[src/uart_status_map.svh]
// register offsets, field positions, reset values and timing counts of the status block
// Notes on behaviour
// line status top bit flags erroneous queued bytes
// modem deltas set when cts, dsr, cd change
// delta ring only on ring input rising
// modem interrupt when delta set and enabled
// auto cts halts after current character
// status bit 4: inverted cts or rts
// status bit 5: inverted dsr or dtr
// status bit 6: inverted ring or control bit 2
// status bit 7: inverted cd or control bit 3
// scratch byte resets to all ones
// baud equals clock over sixteen over divisor
// host zeroes divisor before reading identity
// feature bits pick transmit and receive pairs
// dual mode sends and matches two characters
// host clears flow selects before reprogramming
// protected bits writable only while unlocked
// protected bits clear on reset
// special character sets status bit 4
// pair two special match skips the queue
// auto rts follows queue level hysteresis
// rts manual output when auto disabled
// four write-only flow character registers
// control bit 7 divides clock by four
// reading modem status clears the deltas
`ifndef UART_STATUS_MAP_SVH
`define UART_STATUS_MAP_SVH

// byte addresses, one word each
`define ADDR_LINE_STATUS    6'h00
`define ADDR_MODEM_STATUS   6'h04
`define ADDR_SCRATCH        6'h08
`define ADDR_DIVISOR_LOW    6'h0C
`define ADDR_DIVISOR_HIGH   6'h10
`define ADDR_IDENTITY       6'h14
`define ADDR_REVISION       6'h18
`define ADDR_ENHANCED       6'h1C
`define ADDR_STOP_CHAR_1    6'h20
`define ADDR_STOP_CHAR_2    6'h24
`define ADDR_RESUME_CHAR_1  6'h28
`define ADDR_RESUME_CHAR_2  6'h2C
`define ADDR_INT_ENABLE     6'h30
`define ADDR_INT_STATUS     6'h34
`define ADDR_FIFO_CONTROL   6'h38
`define ADDR_MODEM_CONTROL  6'h3C

// reset values
`define RST_SCRATCH         8'hFF
`define RST_DIVISOR         16'h0001
`define RST_ZERO            8'h00

// write masks of the protected enhanced bits
`define PROT_INT_ENABLE     8'hF0
`define PROT_INT_STATUS     8'h30
`define PROT_FIFO_CONTROL   8'h30
`define PROT_MODEM_CONTROL  8'hE4

// enhanced feature fields
`define EFR_UNLOCK          4
`define EFR_SPECIAL         5
`define EFR_AUTO_RTS        6
`define EFR_AUTO_CTS        7
// modem control fields
`define MCR_DTR             0
`define MCR_RTS             1
`define MCR_OUT1            2
`define MCR_OUT2            3
`define MCR_LOOP            4
`define MCR_RESUME_ANY      5
`define MCR_PRESCALE        7
// interrupt enable / status fields
`define IER_MODEM           3
`define IER_SPECIAL         5
`define ISR_SPECIAL         4
`define ISR_STOP            5

// flow select codes
`define SEL_NONE            2'b00
`define SEL_PAIR_2          2'b01
`define SEL_PAIR_1          2'b10
`define SEL_BOTH            2'b11

// baud timing
`define PRESCALE_LAST       2'h3
`define OVERSAMPLE_LAST     4'hF

`endif

[src/uart_status_pkg.sv]
// types shared by the status and flow control block
package uart_status_pkg;
  typedef enum logic [2:0] {
    FLOW_IDLE   = 3'b001,
    FLOW_FIRST  = 3'b010,
    FLOW_SECOND = 3'b100
  } flow_tx_state_t;
endpackage

[src/uart_status_regs.sv]
// status, divisor, enhanced feature and flow control registers behind an apb slave
//
// Design decisions made here: the APB slave port and the placing of the registers.
`timescale 1ns/1ns
`include "uart_status_map.svh"
module uart_status_regs
  import uart_status_pkg::*;
#(
  parameter int  LEVEL_W     = 6,
  parameter logic [7:0] IDENTITY_CODE = 8'hA5, // arbitrary value
  parameter logic [7:0] REVISION_CODE = 8'h5A  // arbitrary value
) (
  // clock and reset
  input  wire logic               pclk,
  input  wire logic               presetn,
  // apb slave
  input  wire logic               psel,
  input  wire logic               penable,
  input  wire logic               pwrite,
  input  wire logic [5:0]         paddr,
  input  wire logic [31:0]        pwdata,
  output logic                    pready,
  output logic [31:0]             prdata,
  output logic                    pslverr,
  // modem pins, active low
  input  wire logic               cts_n,
  input  wire logic               dsr_n,
  input  wire logic               ri_n,
  input  wire logic               cd_n,
  output logic                    rts_n,
  // receive side
  input  wire logic [6:0]         rx_line_bits,
  input  wire logic               rx_push,
  input  wire logic               rx_push_err,
  input  wire logic               rx_pop,
  input  wire logic               rx_pop_err,
  input  wire logic               rx_char_valid,
  input  wire logic [7:0]         rx_char,
  output logic                    rx_store,
  input  wire logic [LEVEL_W-1:0] rx_level,
  input  wire logic [LEVEL_W-1:0] rx_trigger,
  input  wire logic [LEVEL_W-1:0] rx_step,
  output logic                    rx_trigger_hit,
  // transmit side
  input  wire logic               tx_busy,
  output logic                    tx_enable,
  input  wire logic               tx_flow_send,
  input  wire logic               tx_flow_stop,
  input  wire logic               tx_flow_ready,
  output logic                    tx_flow_valid,
  output logic [7:0]              tx_flow_char,
  // baud and interrupts
  output logic                    baud16_tick,
  output logic                    baud_tick,
  output logic                    modem_irq,
  output logic                    special_irq
);

  // register storage
  logic [7:0]  scratch_reg, enhanced_reg, modem_control_reg, int_enable_reg;
  logic [7:0]  fifo_control_reg, int_status_reg;
  logic [15:0] divisor_reg;
  logic [7:0]  stop_char_1_reg, stop_char_2_reg, resume_char_1_reg, resume_char_2_reg;
  logic [3:0]  delta_reg, status_prev_reg;
  logic        primed_reg;
  logic [LEVEL_W:0] err_count_reg;
  logic        seq_stop_reg, seq_resume_reg, sw_halt_reg;
  logic [1:0]  pre_count_reg;
  logic [15:0] div_count_reg;
  logic [3:0]  over_count_reg;
  flow_tx_state_t flow_state_reg, flow_state_next;
  logic        flow_is_stop_reg;

  // merge write data into a register, protected bits only while unlocked
  function automatic logic [7:0] merge_wr(input logic [7:0] old_val, input logic [7:0] new_val,
                                          input logic [7:0] prot, input logic unlock);
    logic [7:0] m;
    m = unlock ? 8'hFF : ~prot;
    merge_wr = (new_val & m) | (old_val & ~m);
  endfunction

  // single or sequenced character match
  function automatic logic char_match(input logic [1:0] sel, input logic [7:0] ch,
                                      input logic [7:0] c1, input logic [7:0] c2,
                                      input logic pend);
    case (sel)
      `SEL_PAIR_1: char_match = (ch == c1);
      `SEL_PAIR_2: char_match = (ch == c2);
      `SEL_BOTH:   char_match = pend && (ch == c2);
      default:     char_match = 1'b0;
    endcase
  endfunction

  // bus decode; a transfer completes when pready is seen high in access
  logic       xfer, wr_en, rd_en, addr_ok;
  logic [7:0] wdata;
  assign xfer  = psel && penable && pready;
  assign wr_en = xfer && pwrite;
  assign rd_en = xfer && !pwrite;
  assign wdata = pwdata[7:0];
  assign addr_ok = (paddr[1:0] == 2'b00);

  // modem status view, with loopback mapping
  logic [3:0] status_now;
  logic [7:0] modem_status;
  logic       loop;
  assign loop = modem_control_reg[`MCR_LOOP];
  always_comb begin
    // cts or rts
    status_now[0] = loop ? modem_control_reg[`MCR_RTS]  : ~cts_n;
    // dsr or dtr
    status_now[1] = loop ? modem_control_reg[`MCR_DTR]  : ~dsr_n;
    // ring or out1
    status_now[2] = loop ? modem_control_reg[`MCR_OUT1] : ~ri_n;
    // cd or out2
    status_now[3] = loop ? modem_control_reg[`MCR_OUT2] : ~cd_n;
    modem_status = {status_now, delta_reg};
  end

  // read multiplexer
  logic [7:0] rd_mux;
  logic       rd_hit;
  always_comb begin
    rd_hit = addr_ok;
    case (paddr)
      // error summary
      `ADDR_LINE_STATUS:   rd_mux = {(err_count_reg != '0), rx_line_bits};
      `ADDR_MODEM_STATUS:  rd_mux = modem_status;
      `ADDR_SCRATCH:       rd_mux = scratch_reg;
      `ADDR_DIVISOR_LOW:   rd_mux = divisor_reg[7:0];
      `ADDR_DIVISOR_HIGH:  rd_mux = divisor_reg[15:8];
      `ADDR_IDENTITY:      rd_mux = IDENTITY_CODE;
      `ADDR_REVISION:      rd_mux = REVISION_CODE;
      `ADDR_ENHANCED:      rd_mux = enhanced_reg;
      `ADDR_INT_ENABLE:    rd_mux = int_enable_reg;
      `ADDR_INT_STATUS:    rd_mux = int_status_reg;
      `ADDR_FIFO_CONTROL:  rd_mux = fifo_control_reg;
      `ADDR_MODEM_CONTROL: rd_mux = modem_control_reg;
      // flow characters read as zero
      `ADDR_STOP_CHAR_1, `ADDR_STOP_CHAR_2,
      `ADDR_RESUME_CHAR_1, `ADDR_RESUME_CHAR_2: rd_mux = `RST_ZERO;
      default: begin
        rd_mux = `RST_ZERO;
        rd_hit = 1'b0;
      end
    endcase
  end

  // apb answer one cycle into the access phase
  always_ff @(posedge pclk or negedge presetn) begin
    if (!presetn) begin
      pready  <= 1'b0;
      prdata  <= 32'h0000_0000;
      pslverr <= 1'b0;
    end else begin
      pready  <= psel && penable && !pready;
      prdata  <= {24'h00_0000, (psel && !pwrite) ? rd_mux : `RST_ZERO};
      pslverr <= psel && penable && !pready && !rd_hit;
    end
  end

  // plain registers, read/write except the write-only flow characters
  always_ff @(posedge pclk or negedge presetn) begin
    if (!presetn) begin
      // scratch reset value
      scratch_reg       <= `RST_SCRATCH;
      divisor_reg       <= `RST_DIVISOR;
      enhanced_reg      <= `RST_ZERO;
      stop_char_1_reg   <= `RST_ZERO;
      stop_char_2_reg   <= `RST_ZERO;
      resume_char_1_reg <= `RST_ZERO;
      resume_char_2_reg <= `RST_ZERO;
    end else if (wr_en) begin
      case (paddr)
        `ADDR_SCRATCH:       scratch_reg <= wdata;
        `ADDR_DIVISOR_LOW:   divisor_reg[7:0] <= wdata;
        `ADDR_DIVISOR_HIGH:  divisor_reg[15:8] <= wdata;
        `ADDR_ENHANCED:      enhanced_reg <= wdata;
        // write-only characters
        `ADDR_STOP_CHAR_1:   stop_char_1_reg <= wdata;
        `ADDR_STOP_CHAR_2:   stop_char_2_reg <= wdata;
        `ADDR_RESUME_CHAR_1: resume_char_1_reg <= wdata;
        `ADDR_RESUME_CHAR_2: resume_char_2_reg <= wdata;
        default: ;
      endcase
    end
  end

  // registers holding protected enhanced bits
  logic unlock;
  assign unlock = enhanced_reg[`EFR_UNLOCK];
  always_ff @(posedge pclk or negedge presetn) begin
    if (!presetn) begin
      // legacy state after reset
      int_enable_reg    <= `RST_ZERO;
      fifo_control_reg  <= `RST_ZERO;
      modem_control_reg <= `RST_ZERO;
    end else if (wr_en) begin
      // lock protected bits
      case (paddr)
        `ADDR_INT_ENABLE:
          int_enable_reg <= merge_wr(int_enable_reg, wdata, `PROT_INT_ENABLE, unlock);
        `ADDR_FIFO_CONTROL:
          fifo_control_reg <= merge_wr(fifo_control_reg, wdata, `PROT_FIFO_CONTROL, unlock);
        `ADDR_MODEM_CONTROL:
          modem_control_reg <= merge_wr(modem_control_reg, wdata, `PROT_MODEM_CONTROL, unlock);
        default: ;
      endcase
    end
  end

  // receive character comparison
  logic [1:0] rx_sel;
  logic       stop_hit, resume_hit, special_hit, flow_hit;
  assign rx_sel     = enhanced_reg[1:0];
  assign stop_hit   = rx_char_valid &&
                      char_match(rx_sel, rx_char, stop_char_1_reg, stop_char_2_reg, seq_stop_reg);
  assign resume_hit = rx_char_valid &&
                      char_match(rx_sel, rx_char, resume_char_1_reg, resume_char_2_reg,
                                 seq_resume_reg);
  // special character compare
  assign special_hit = rx_char_valid && enhanced_reg[`EFR_SPECIAL] && (rx_char == stop_char_2_reg);
  // pair two special match dropped
  assign flow_hit   = stop_hit || resume_hit ||
                      (special_hit && (rx_sel == `SEL_PAIR_2));

  // sequence tracking and store decision
  always_ff @(posedge pclk or negedge presetn) begin
    if (!presetn) begin
      seq_stop_reg   <= 1'b0;
      seq_resume_reg <= 1'b0;
      rx_store       <= 1'b0;
    end else begin
      if (rx_char_valid) begin
        seq_stop_reg   <= (rx_sel == `SEL_BOTH) && (rx_char == stop_char_1_reg);
        seq_resume_reg <= (rx_sel == `SEL_BOTH) && (rx_char == resume_char_1_reg);
      end
      rx_store <= rx_char_valid && !flow_hit;
    end
  end

  // interrupt status flags; a hardware set wins over a write
  always_ff @(posedge pclk or negedge presetn) begin
    if (!presetn) begin
      int_status_reg <= `RST_ZERO;
    end else begin
      if (wr_en && paddr == `ADDR_INT_STATUS)
        int_status_reg <= merge_wr(int_status_reg, wdata, `PROT_INT_STATUS, unlock) &
                          `PROT_INT_STATUS;
      // special flag
      if (special_hit)
        int_status_reg[`ISR_SPECIAL] <= 1'b1;
      if (stop_hit)
        int_status_reg[`ISR_STOP] <= 1'b1;
    end
  end

  // special and stop interrupt
  always_ff @(posedge pclk or negedge presetn) begin
    if (!presetn)
      special_irq <= 1'b0;
    else
      special_irq <= int_enable_reg[`IER_SPECIAL] &&
                     (int_status_reg[`ISR_SPECIAL] || int_status_reg[`ISR_STOP]);
  end

  // count queued bytes that carry an error
  always_ff @(posedge pclk or negedge presetn) begin
    if (!presetn)
      err_count_reg <= '0;
    else if ((rx_push && rx_push_err) && !(rx_pop && rx_pop_err))
      err_count_reg <= err_count_reg + 1'b1;
    else if (!(rx_push && rx_push_err) && (rx_pop && rx_pop_err) && err_count_reg != '0)
      err_count_reg <= err_count_reg - 1'b1;
  end

  // modem delta flags
  logic md_read;
  assign md_read = rd_en && paddr == `ADDR_MODEM_STATUS;
  always_ff @(posedge pclk or negedge presetn) begin
    if (!presetn) begin
      delta_reg       <= 4'h0;
      status_prev_reg <= 4'h0;
      primed_reg      <= 1'b0;
    end else begin
      status_prev_reg <= status_now;
      primed_reg      <= 1'b1;
      // read clears, a new change wins
      delta_reg <= (md_read ? 4'h0 : delta_reg) | ({4{primed_reg}} & {
        // cd, ring, dsr, cts changes
        status_now[3] ^ status_prev_reg[3],
        // ring pin low to high
        status_prev_reg[2] & ~status_now[2],
        status_now[1] ^ status_prev_reg[1],
        status_now[0] ^ status_prev_reg[0]});
    end
  end

  // modem interrupt
  always_ff @(posedge pclk or negedge presetn) begin
    if (!presetn)
      modem_irq <= 1'b0;
    else
      modem_irq <= int_enable_reg[`IER_MODEM] && (delta_reg != 4'h0);
  end

  // software flow halt from received characters
  always_ff @(posedge pclk or negedge presetn) begin
    if (!presetn)
      sw_halt_reg <= 1'b0;
    else if (rx_sel == `SEL_NONE)
      sw_halt_reg <= 1'b0;
    else if (stop_hit)
      sw_halt_reg <= 1'b1;
    else if (resume_hit || (rx_char_valid && modem_control_reg[`MCR_RESUME_ANY]))
      sw_halt_reg <= 1'b0;
  end

  // transmit gate
  always_ff @(posedge pclk or negedge presetn) begin
    if (!presetn)
      tx_enable <= 1'b1;
    else if (sw_halt_reg && !tx_busy)
      tx_enable <= 1'b0;
    // auto cts halts once idle
    else if (enhanced_reg[`EFR_AUTO_CTS] && cts_n)
      tx_enable <= tx_busy ? tx_enable : 1'b0;
    else if (!sw_halt_reg)
      tx_enable <= 1'b1;
  end

  // auto rts hysteresis
  always_ff @(posedge pclk or negedge presetn) begin
    if (!presetn) begin
      rts_n          <= 1'b1;
      rx_trigger_hit <= 1'b0;
    end else begin
      rx_trigger_hit <= enhanced_reg[`EFR_AUTO_RTS] && (rx_level >= rx_trigger);
      // manual output without auto
      if (!modem_control_reg[`MCR_RTS] || !enhanced_reg[`EFR_AUTO_RTS])
        rts_n <= ~modem_control_reg[`MCR_RTS];
      else if ({1'b0, rx_level} >= {1'b0, rx_trigger} + {1'b0, rx_step})
        rts_n <= 1'b1;
      else if ({1'b0, rx_level} + {1'b0, rx_step} < {1'b0, rx_trigger})
        rts_n <= 1'b0;
    end
  end

  // transmit flow character sequencer
  logic [1:0] tx_sel;
  assign tx_sel = enhanced_reg[3:2];
  always_comb begin
    flow_state_next = flow_state_reg;
    case (flow_state_reg)
      FLOW_IDLE:   if (tx_flow_send && tx_sel != `SEL_NONE) flow_state_next = FLOW_FIRST;
      FLOW_FIRST:  if (tx_flow_ready)
                     flow_state_next = (tx_sel == `SEL_BOTH) ? FLOW_SECOND : FLOW_IDLE;
      FLOW_SECOND: if (tx_flow_ready) flow_state_next = FLOW_IDLE;
      default:     flow_state_next = FLOW_IDLE;
    endcase
  end

  // first then second character of a pair
  always_ff @(posedge pclk or negedge presetn) begin
    if (!presetn) begin
      flow_state_reg   <= FLOW_IDLE;
      flow_is_stop_reg <= 1'b0;
      tx_flow_valid    <= 1'b0;
      tx_flow_char     <= `RST_ZERO;
    end else begin
      flow_state_reg <= flow_state_next;
      if (flow_state_reg == FLOW_IDLE)
        flow_is_stop_reg <= tx_flow_stop;
      tx_flow_valid <= (flow_state_next != FLOW_IDLE);
      case (flow_state_next)
        FLOW_FIRST: begin
          if ((flow_state_reg == FLOW_IDLE ? tx_flow_stop : flow_is_stop_reg))
            tx_flow_char <= (tx_sel == `SEL_PAIR_2) ? stop_char_2_reg : stop_char_1_reg;
          else
            tx_flow_char <= (tx_sel == `SEL_PAIR_2) ? resume_char_2_reg : resume_char_1_reg;
        end
        FLOW_SECOND: tx_flow_char <= flow_is_stop_reg ? stop_char_2_reg : resume_char_2_reg;
        default:     tx_flow_char <= tx_flow_char;
      endcase
    end
  end

  // prescaler then divisor and oversample counters
  logic pre_tick, div_tick;
  assign pre_tick = !modem_control_reg[`MCR_PRESCALE] || (pre_count_reg == `PRESCALE_LAST);
  assign div_tick = pre_tick && (divisor_reg != 16'h0000) &&
                    (div_count_reg >= divisor_reg - 16'h0001);
  always_ff @(posedge pclk or negedge presetn) begin
    if (!presetn) begin
      pre_count_reg  <= 2'h0;
      div_count_reg  <= 16'h0000;
      over_count_reg <= 4'h0;
      baud16_tick    <= 1'b0;
      baud_tick      <= 1'b0;
    end else begin
      pre_count_reg <= pre_count_reg + 2'h1;
      if (div_tick)
        div_count_reg <= 16'h0000;
      else if (pre_tick)
        div_count_reg <= div_count_reg + 16'h0001;
      if (div_tick)
        over_count_reg <= over_count_reg + 4'h1;
      baud16_tick <= div_tick;
      baud_tick   <= div_tick && (over_count_reg == `OVERSAMPLE_LAST);
    end
  end

endmodule
[config.mk]
export PLATFORM = sky130hd
export DESIGN_NAME = uart_status_regs
export DESIGN_NICKNAME = d
export VERILOG_FILES = /design/src/uart_status_pkg.sv /design/src/uart_status_regs.sv
export VERILOG_INCLUDE_DIRS = /design/src
export SDC_FILE = /design/constraint.sdc
export NUM_CORES = 1
export LEC_CHECK = 0
export BUFFER_PORTS_ARGS = -buffer_cell sky130_fd_sc_hd__buf_2
export CAP_MARGIN = 15
export CORE_AREA = 5 5 154 267
export CTS_CLUSTER_SIZE = 8
export DETAILED_ROUTE_END_ITERATION = 12
export DIE_AREA = 0 0 159 272
export GPL_TIMING_DRIVEN = 1
export PLACE_DENSITY_LB_ADDON = 0.1
export SLEW_MARGIN = 20
export SYNTH_ARGS = -nofsm -noshare
export SYNTH_HDL_FRONTEND = slang
export SYNTH_SLANG_ARGS = --single-unit
[constraint.sdc]
create_clock -name pclk -period 3.93 [get_ports pclk]
set_clock_uncertainty 0.05 [all_clocks]
set_input_delay 0.393 -clock pclk [delete_from_list [all_inputs] [get_ports pclk]]
set_output_delay 0.393 -clock pclk [all_outputs]
set_load 0.005 [all_outputs]
# ---- Word-level counts from Yosys, hierarchy flattened
# Index checks and enable logic that the tools add are counted.
dict set report op_classes {
  n_addsub 8
  n_lt_le_gt_ge 4
  eq_ne 34
  muxes 41
  bitwise 26
  reduce_logical 77
}
# operator count
set op_table {}
lappend op_table {{8-bit case mux with 12 select lines} 1}
lappend op_table {{8-bit 2-to-1 mux} 7}
lappend op_table {{8-bit AND} 6}
lappend op_table {{6-bit == test (second input constant)} 8}
lappend op_table {{1-bit logical AND} 34}
lappend op_table {{8-bit == test} 4}
lappend op_table {{16-bit 2-to-1 mux} 2}
lappend op_table {{6-bit by 5-bit == test with 1-bit output (second input constant)} 4}
lappend op_table {{8-bit inverter} 3}
lappend op_table {{8-bit bitwise OR} 3}
lappend op_table {{2-bit AND reduction} 12}
lappend op_table {{1-bit 2-to-1 mux} 18}
lappend op_table {{16-bit by 1-bit adder with 16-bit output (second input constant)} 1}
lappend op_table {{16-bit greater-or-equal comparator} 1}
lappend op_table {{8-bit case mux with 2 select lines} 1}
lappend op_table {{16-bit nonzero test} 1}
lappend op_table {{16-bit OR reduction} 1}
lappend op_table {{16-bit by 1-bit subtractor with 16-bit output (second input constant)} 1}
lappend op_table {{6-bit by 6-bit adder with 7-bit output} 2}
lappend op_table {{7-bit 2-to-1 mux} 2}
lappend op_table {{6-bit by 4-bit == test with 1-bit output (second input constant)} 2}
lappend op_table {{3-bit 2-to-1 mux} 4}
lappend op_table {{6-bit 2-to-1 mux} 2}
lappend op_table {{2-bit nonzero test} 6}
lappend op_table {{33 further kinds} 64}
dict set report totals {
  ff_bits 162
  out_inout_bits 51
  wordCells 228
}

# ---- Depth between registers and ports, before layout
dict set report logic_depth {
  depth_word 8
  ltp_mapped 16
  ltp_nobuf 14
}

# ---- Worst setup path after synthesis
# OpenSTA, ideal clock, no wires.
dict set report synth_path {
  kind {reg-to-reg}
  start {register divisor_reg[5]}
  end {register baud_tick}
  setup_time_ns 0.120
  arrival_ns 2.998
  required_time_ns 3.760
  path_slack_ns 0.761
  stages_incl_launch_ff 14
  path_buffers 1
  synth_period_minus_slack_ns 3.169
  path_cell_list {dfrtp_1 > or4_4 > nor3_1 > nand2_1 > nor3_1 > xnor2_1 > ha_1 > o21ai_0 > nor2_1 > or3_1 > a21oi_1 > a21oi_1 > buf_6 > and4_1}
}
dict set report synth_between {
  elab_chain_cells 4
}
# element line_no
set synth_rtl {}
lappend synth_rtl {{start, declared} uart_status_regs.sv:62} ;# logic [15:0] divisor_reg;
lappend synth_rtl {{start signal, assigned} uart_status_regs.sv:167} ;# divisor_reg <= `RST_DIVISOR;
lappend synth_rtl {{start signal, assigned} uart_status_regs.sv:176} ;# `ADDR_DIVISOR_LOW: divisor_reg[7:0] <= wdata;
lappend synth_rtl {{16-bit by 1-bit subtractor with 16-bit output or 16-bit nonzero test (tied branches)} {uart_status_regs.sv:392, uart_status_regs.sv:391}}
lappend synth_rtl {{16-bit greater-or-equal comparator or 1-bit logical AND (tied branches)} {uart_status_regs.sv:392, uart_status_regs.sv:391}}
lappend synth_rtl {{1-bit logical AND *} uart_status_regs.sv:391} ;# assign div_tick = pre_tick && (divisor_reg != 16'h0000) &&
lappend synth_rtl {{1-bit logical AND *} uart_status_regs.sv:409} ;# baud_tick <= div_tick && (over_count_reg == `OVERSAMPLE_LAST);
lappend synth_rtl {{end signal, assigned} uart_status_regs.sv:409}
lappend synth_rtl {{end, declared} uart_status_regs.sv:54} ;# output logic baud_tick,
# Mark *: on every way between the ends. The rest lies on a longest branch, timed or not.
# A chain may end at the register's enable or synchronous reset.

# ---- Final worst setup path
dict set report layout_path {
  start {register divisor_reg[6]}
  end {register over_count_reg[0]}
}
dict set report layout_between {
  elab_chain_cells 3
}
# element line_no
set layout_rtl {}
lappend layout_rtl {{16-bit by 1-bit subtractor with 16-bit output or 16-bit nonzero test (tied branches)} {uart_status_regs.sv:392, uart_status_regs.sv:391}}
lappend layout_rtl {{16-bit greater-or-equal comparator or 1-bit logical AND (tied branches)} {uart_status_regs.sv:392, uart_status_regs.sv:391}}
lappend layout_rtl {{1-bit logical AND *} uart_status_regs.sv:391}
lappend layout_rtl {{end signal, assigned} uart_status_regs.sv:407} ;# over_count_reg <= over_count_reg + 4'h1;
lappend layout_rtl {{end, declared} uart_status_regs.sv:70} ;# logic [3:0] over_count_reg;
# Marked as above.

==> run_results.csv <==
group,metric,value,unit
timing,fin_setup_tns,0,ps
synthesis,syn_area,9560,µm²
timing,finalCritPeriodShare,0.905,
global_routing,grt-ovfl-total,0,
clock_tree,cts_buffer_depth,2,
timing,hold_viol,16,
run_status,failed_checks,"hold timing",
power,total_power,0.00418,W
synthesis,synthSimpleGateAreaFrac,0.114,
floorplan,die_y,272,µm
timing,worst_pin_slew,1110,ps
synthesis,muxShareOfSynthArea,0.150,
power,power_leakage,5.40,nW
synthesis,syn_area_per_cell,10.9,µm²
min_path,hold_class,"in -> async",
synthesis,post_synth_num_cell_types,68,
floorplan,rows,96,
timing,max_freq,281,MHz
finish,mostFrequentLayoutCells,"dfrtp_1 (150), buf_2 (90), mux2_2 (85)",
place,gp_congestion,0.759,
routing,drtAntennaViolNets,0,
synthesis,synth_compound_area_frac,0.109,
timing,fin_crit,3560,ps
clock_tree,postCtsSetupRepairBufs,0,
timing,slew_viol_final,0,
worst_setup_path,cp.required,4210,ps
clock_tree,cts-resized-gates,0,
finish,final_common_cell,"dfrtp_1",
routing,vias_per_cell,4.62,
worst_setup_path,slowest_delay,580,ps
worst_setup_path,cp-end-kind,"register",
timing,whs,-34.7,ps
finish,filler_cell_count,4111,
clock_tree,clock-sinks,162,
run,max_cap_violations,0,
clock_tree,path_clk_slew,70,ps
floorplan,pin_count,140,
power,ir_worst_vdd,0.000221,V
synthesis,synthAdderAreaFrac,0.0769,
clock_tree,htree_levels,4,
synthesis,synth_xor_xnor_area_share,0.0733,
finish,drive_above_1_share,0.264,
synthesis,synth_cells,881,
place,port_buffers,91,
floorplan,start_util,0.247,
clock_tree,clock_latency,450,ps
synthesis,synth-seq-cells,162,
power,power_density,377,nW/µm²
worst_setup_path,path_common_cell,"a21oi_1",
synthesis,ys_warn_count,0,
run_status,status,"complete, but fails checks",
global_routing,grt_max_degree,84,
synthesis,synth_ff_type,"dfrtp_1",
global_routing,grt_pass1_vias,7513,
timing,report.final.setup_viol,0,
routing,dr.pass1.iters,4,
routing,drc,0,
clock_tree,clk_root_buffer_cell,"clkbuf_16",
clock_tree,cts_buffers,17,
finish,area_growth,16.0,%
floorplan,design.core.area,38800,µm²
finish,nets,1117,
routing,vias,6831,
global_routing,grt_first_pass_wirelength,46.6,mm
place,hpwl,23.1,mm
synthesis,async_flop_share,1.00,
synthesis,synth_top_family_by_area,"multiplexers",
routing,wl_per_cell,20.2,µm
worst_setup_path,cp_slowest_cell,"or4_4",
worst_setup_path,critPathKind,"reg -> reg",
timing,max_slew_margin,0.259,
worst_setup_path,worstPathArrival,3830,ps
floorplan,die_area,43200,µm²
clock_tree,cts_tree,"built",
clock_tree,hold_buffers,0,
worst_setup_path,cp-start-kind,"register",
global_routing,antenna_found_initial,5,
worst_setup_path,critPathMaxFanout,6,
floorplan,die_w,159,µm
timing,rsz0062_at_grt,"false",
routing,wl,29.9,mm
worst_setup_path,crit_chain,"or4_4 -> nor4_4 -> nand2_1 -> nor4_1 -> xnor2_1 -> ha_1 -> nand4_1 -> a211oi_1 -> or3_1 -> a21oi_1 -> a21oi_1 -> buf_4 -> xor2_1",
routing,drt-initial-drc-count,205,
synthesis,synth-seq-area-share,0.425,
global_routing,grt.total_usage,0.141,
synthesis,synth_edf_count,0,
## cells in the mapped netlist, types with 3 or more instances
cell | number | area (µm²)
nand3_1 | 18 | 90.1
a221oi_1 | 4 | 35.0
nor3_2 | 3 | 30.0
mux2_4 | 4 | 60.1
nand4_1 | 13 | 81.3
xor2_1 | 43 | 377
a21boi_0 | 3 | 22.5
o21bai_1 | 5 | 37.5
ha_1 | 54 | 676
mux2_2 | 85 | 957
buf_2 | 6 | 30.0
nor2_4 | 5 | 56.3
a22oi_1 | 6 | 45.0
a22o_1 | 8 | 70.1
a222oi_1 | 5 | 50.1
and2_1 | 4 | 25.0
dfrtp_1 | 150 | 3750
inv_1 | 35 | 131
a21oi_1 | 43 | 215
fa_1 | 3 | 60.1
nand2b_1 | 10 | 62.6
or3_1 | 3 | 18.8
nand2_1 | 46 | 173
mux2i_1 | 38 | 380
clkbuf_1 | 22 | 82.6
buf_6 | 4 | 45.0
nor2_1 | 46 | 173
buf_4 | 25 | 188
o22ai_1 | 11 | 68.8
o2111ai_1 | 3 | 26.3
a21o_1 | 10 | 75.1
and3_1 | 7 | 43.8
nor3_1 | 12 | 60.1
o21ai_0 | 28 | 140
nor4_1 | 11 | 68.8
or2_2 | 4 | 25.0
a211oi_1 | 7 | 52.6
a31oi_1 | 7 | 43.8
xnor2_1 | 37 | 324
a2111oi_0 | 4 | 35.0
dfstp_2 | 12 | 315
## critical path: cells and delay by family (launching register included)
kind | cells | cell delay (ps)
AO/OA/AOI/OAI | 3 | 550
AND/OR/NAND/NOR | 6 | 1620
flip-flops | 1 | 450
XOR/XNOR | 2 | 300
adder cells (fa/ha/maj) | 1 | 260
buffers and inverters | 1 | 210
## cell families (layout without fill, tap and decap cells)
kind of cell / after synthesis / after routing
adder cells (fa/ha/maj): 57 / 57
multiplexers: 130 / 130
XOR/XNOR: 80 / 80
AND/OR/NAND/NOR: 199 / 199
AO/OA/AOI/OAI: 157 / 157
buffers and inverters: 94 / 174
other: 2 / 29
flip-flops: 162 / 162
## power by group
part | internal (W) | switching (W) | leakage [nW]
clock network | 0.000991 | 0.000737 | 0.294
logic | 0.000281 | 0.000362 | 2.99
registers | 0.00174 | 0.0000744 | 2.11
## per-stage QoR
step	instance area, µm²	util	instances	setup slack, ps	hold slack, ps
global route	11100	0.286	1476	63.5	41.0
global placement	10500	0.270	1442	362	367
finish	11100	0.286	1478	374	-34.7
CTS	11100	0.286	1474	308	7.13
floorplan	9650	-	904	761	47.4
detailed placement	10500	0.270	1442	323	371
## metal layers
| metal | track usage | vias up | wire [µm] |
|---|---|---|---|
| met5 | 0 | - | 7 |
| met1 | 0.149 | 3351 | 11100 |
| met2 | 0.271 | 130 | 16900 |
| li1 | - | 3304 | - |
| met4 | 0.0562 | 2 | 924 |
| met3 | 0.0269 | 44 | 928 |
## path summary, 6_finish.rpt
kind	slack, ps	cells past startpoint	from	end
min in group pclk	100	2	tx_busy	tx_enable$_DFFE_PN1P_
worst min register to register	370	1	pre_count_reg[0]$_DFF_PN0_	pre_count_reg[0]$_DFF_PN0_
worst min-delay path	-30	1	presetn	tx_flow_valid$_DFF_PN0_
max in group asynchronous	2960	2	presetn	scratch_reg[3]$_DFFE_PN1P_
worst max-delay path	370	13	divisor_reg[6]$_DFFE_PN0P_	over_count_reg[0]$_DFFE_PN0P_
worst max register to register	370	13	divisor_reg[6]$_DFFE_PN0P_	over_count_reg[0]$_DFFE_PN0P_
## cell type report
class / instances / area (µm²) / share of cell area
Clock buffer: 21 / 470 / 0.0424
Antenna cell: 4 / 10.0 / 0.000902
Clock inverter: 11 / 126 / 0.0114
Timing Repair Buffer: 106 / 574 / 0.0518
Tap cell: 490 / 613 / 0.0553
Multi-Input combinational cell: 648 / 5100 / 0.459
Sequential cell: 162 / 4070 / 0.367
Inverter: 36 / 135 / 0.0122
No activity file was read; power rests on OpenSTA's default activity.
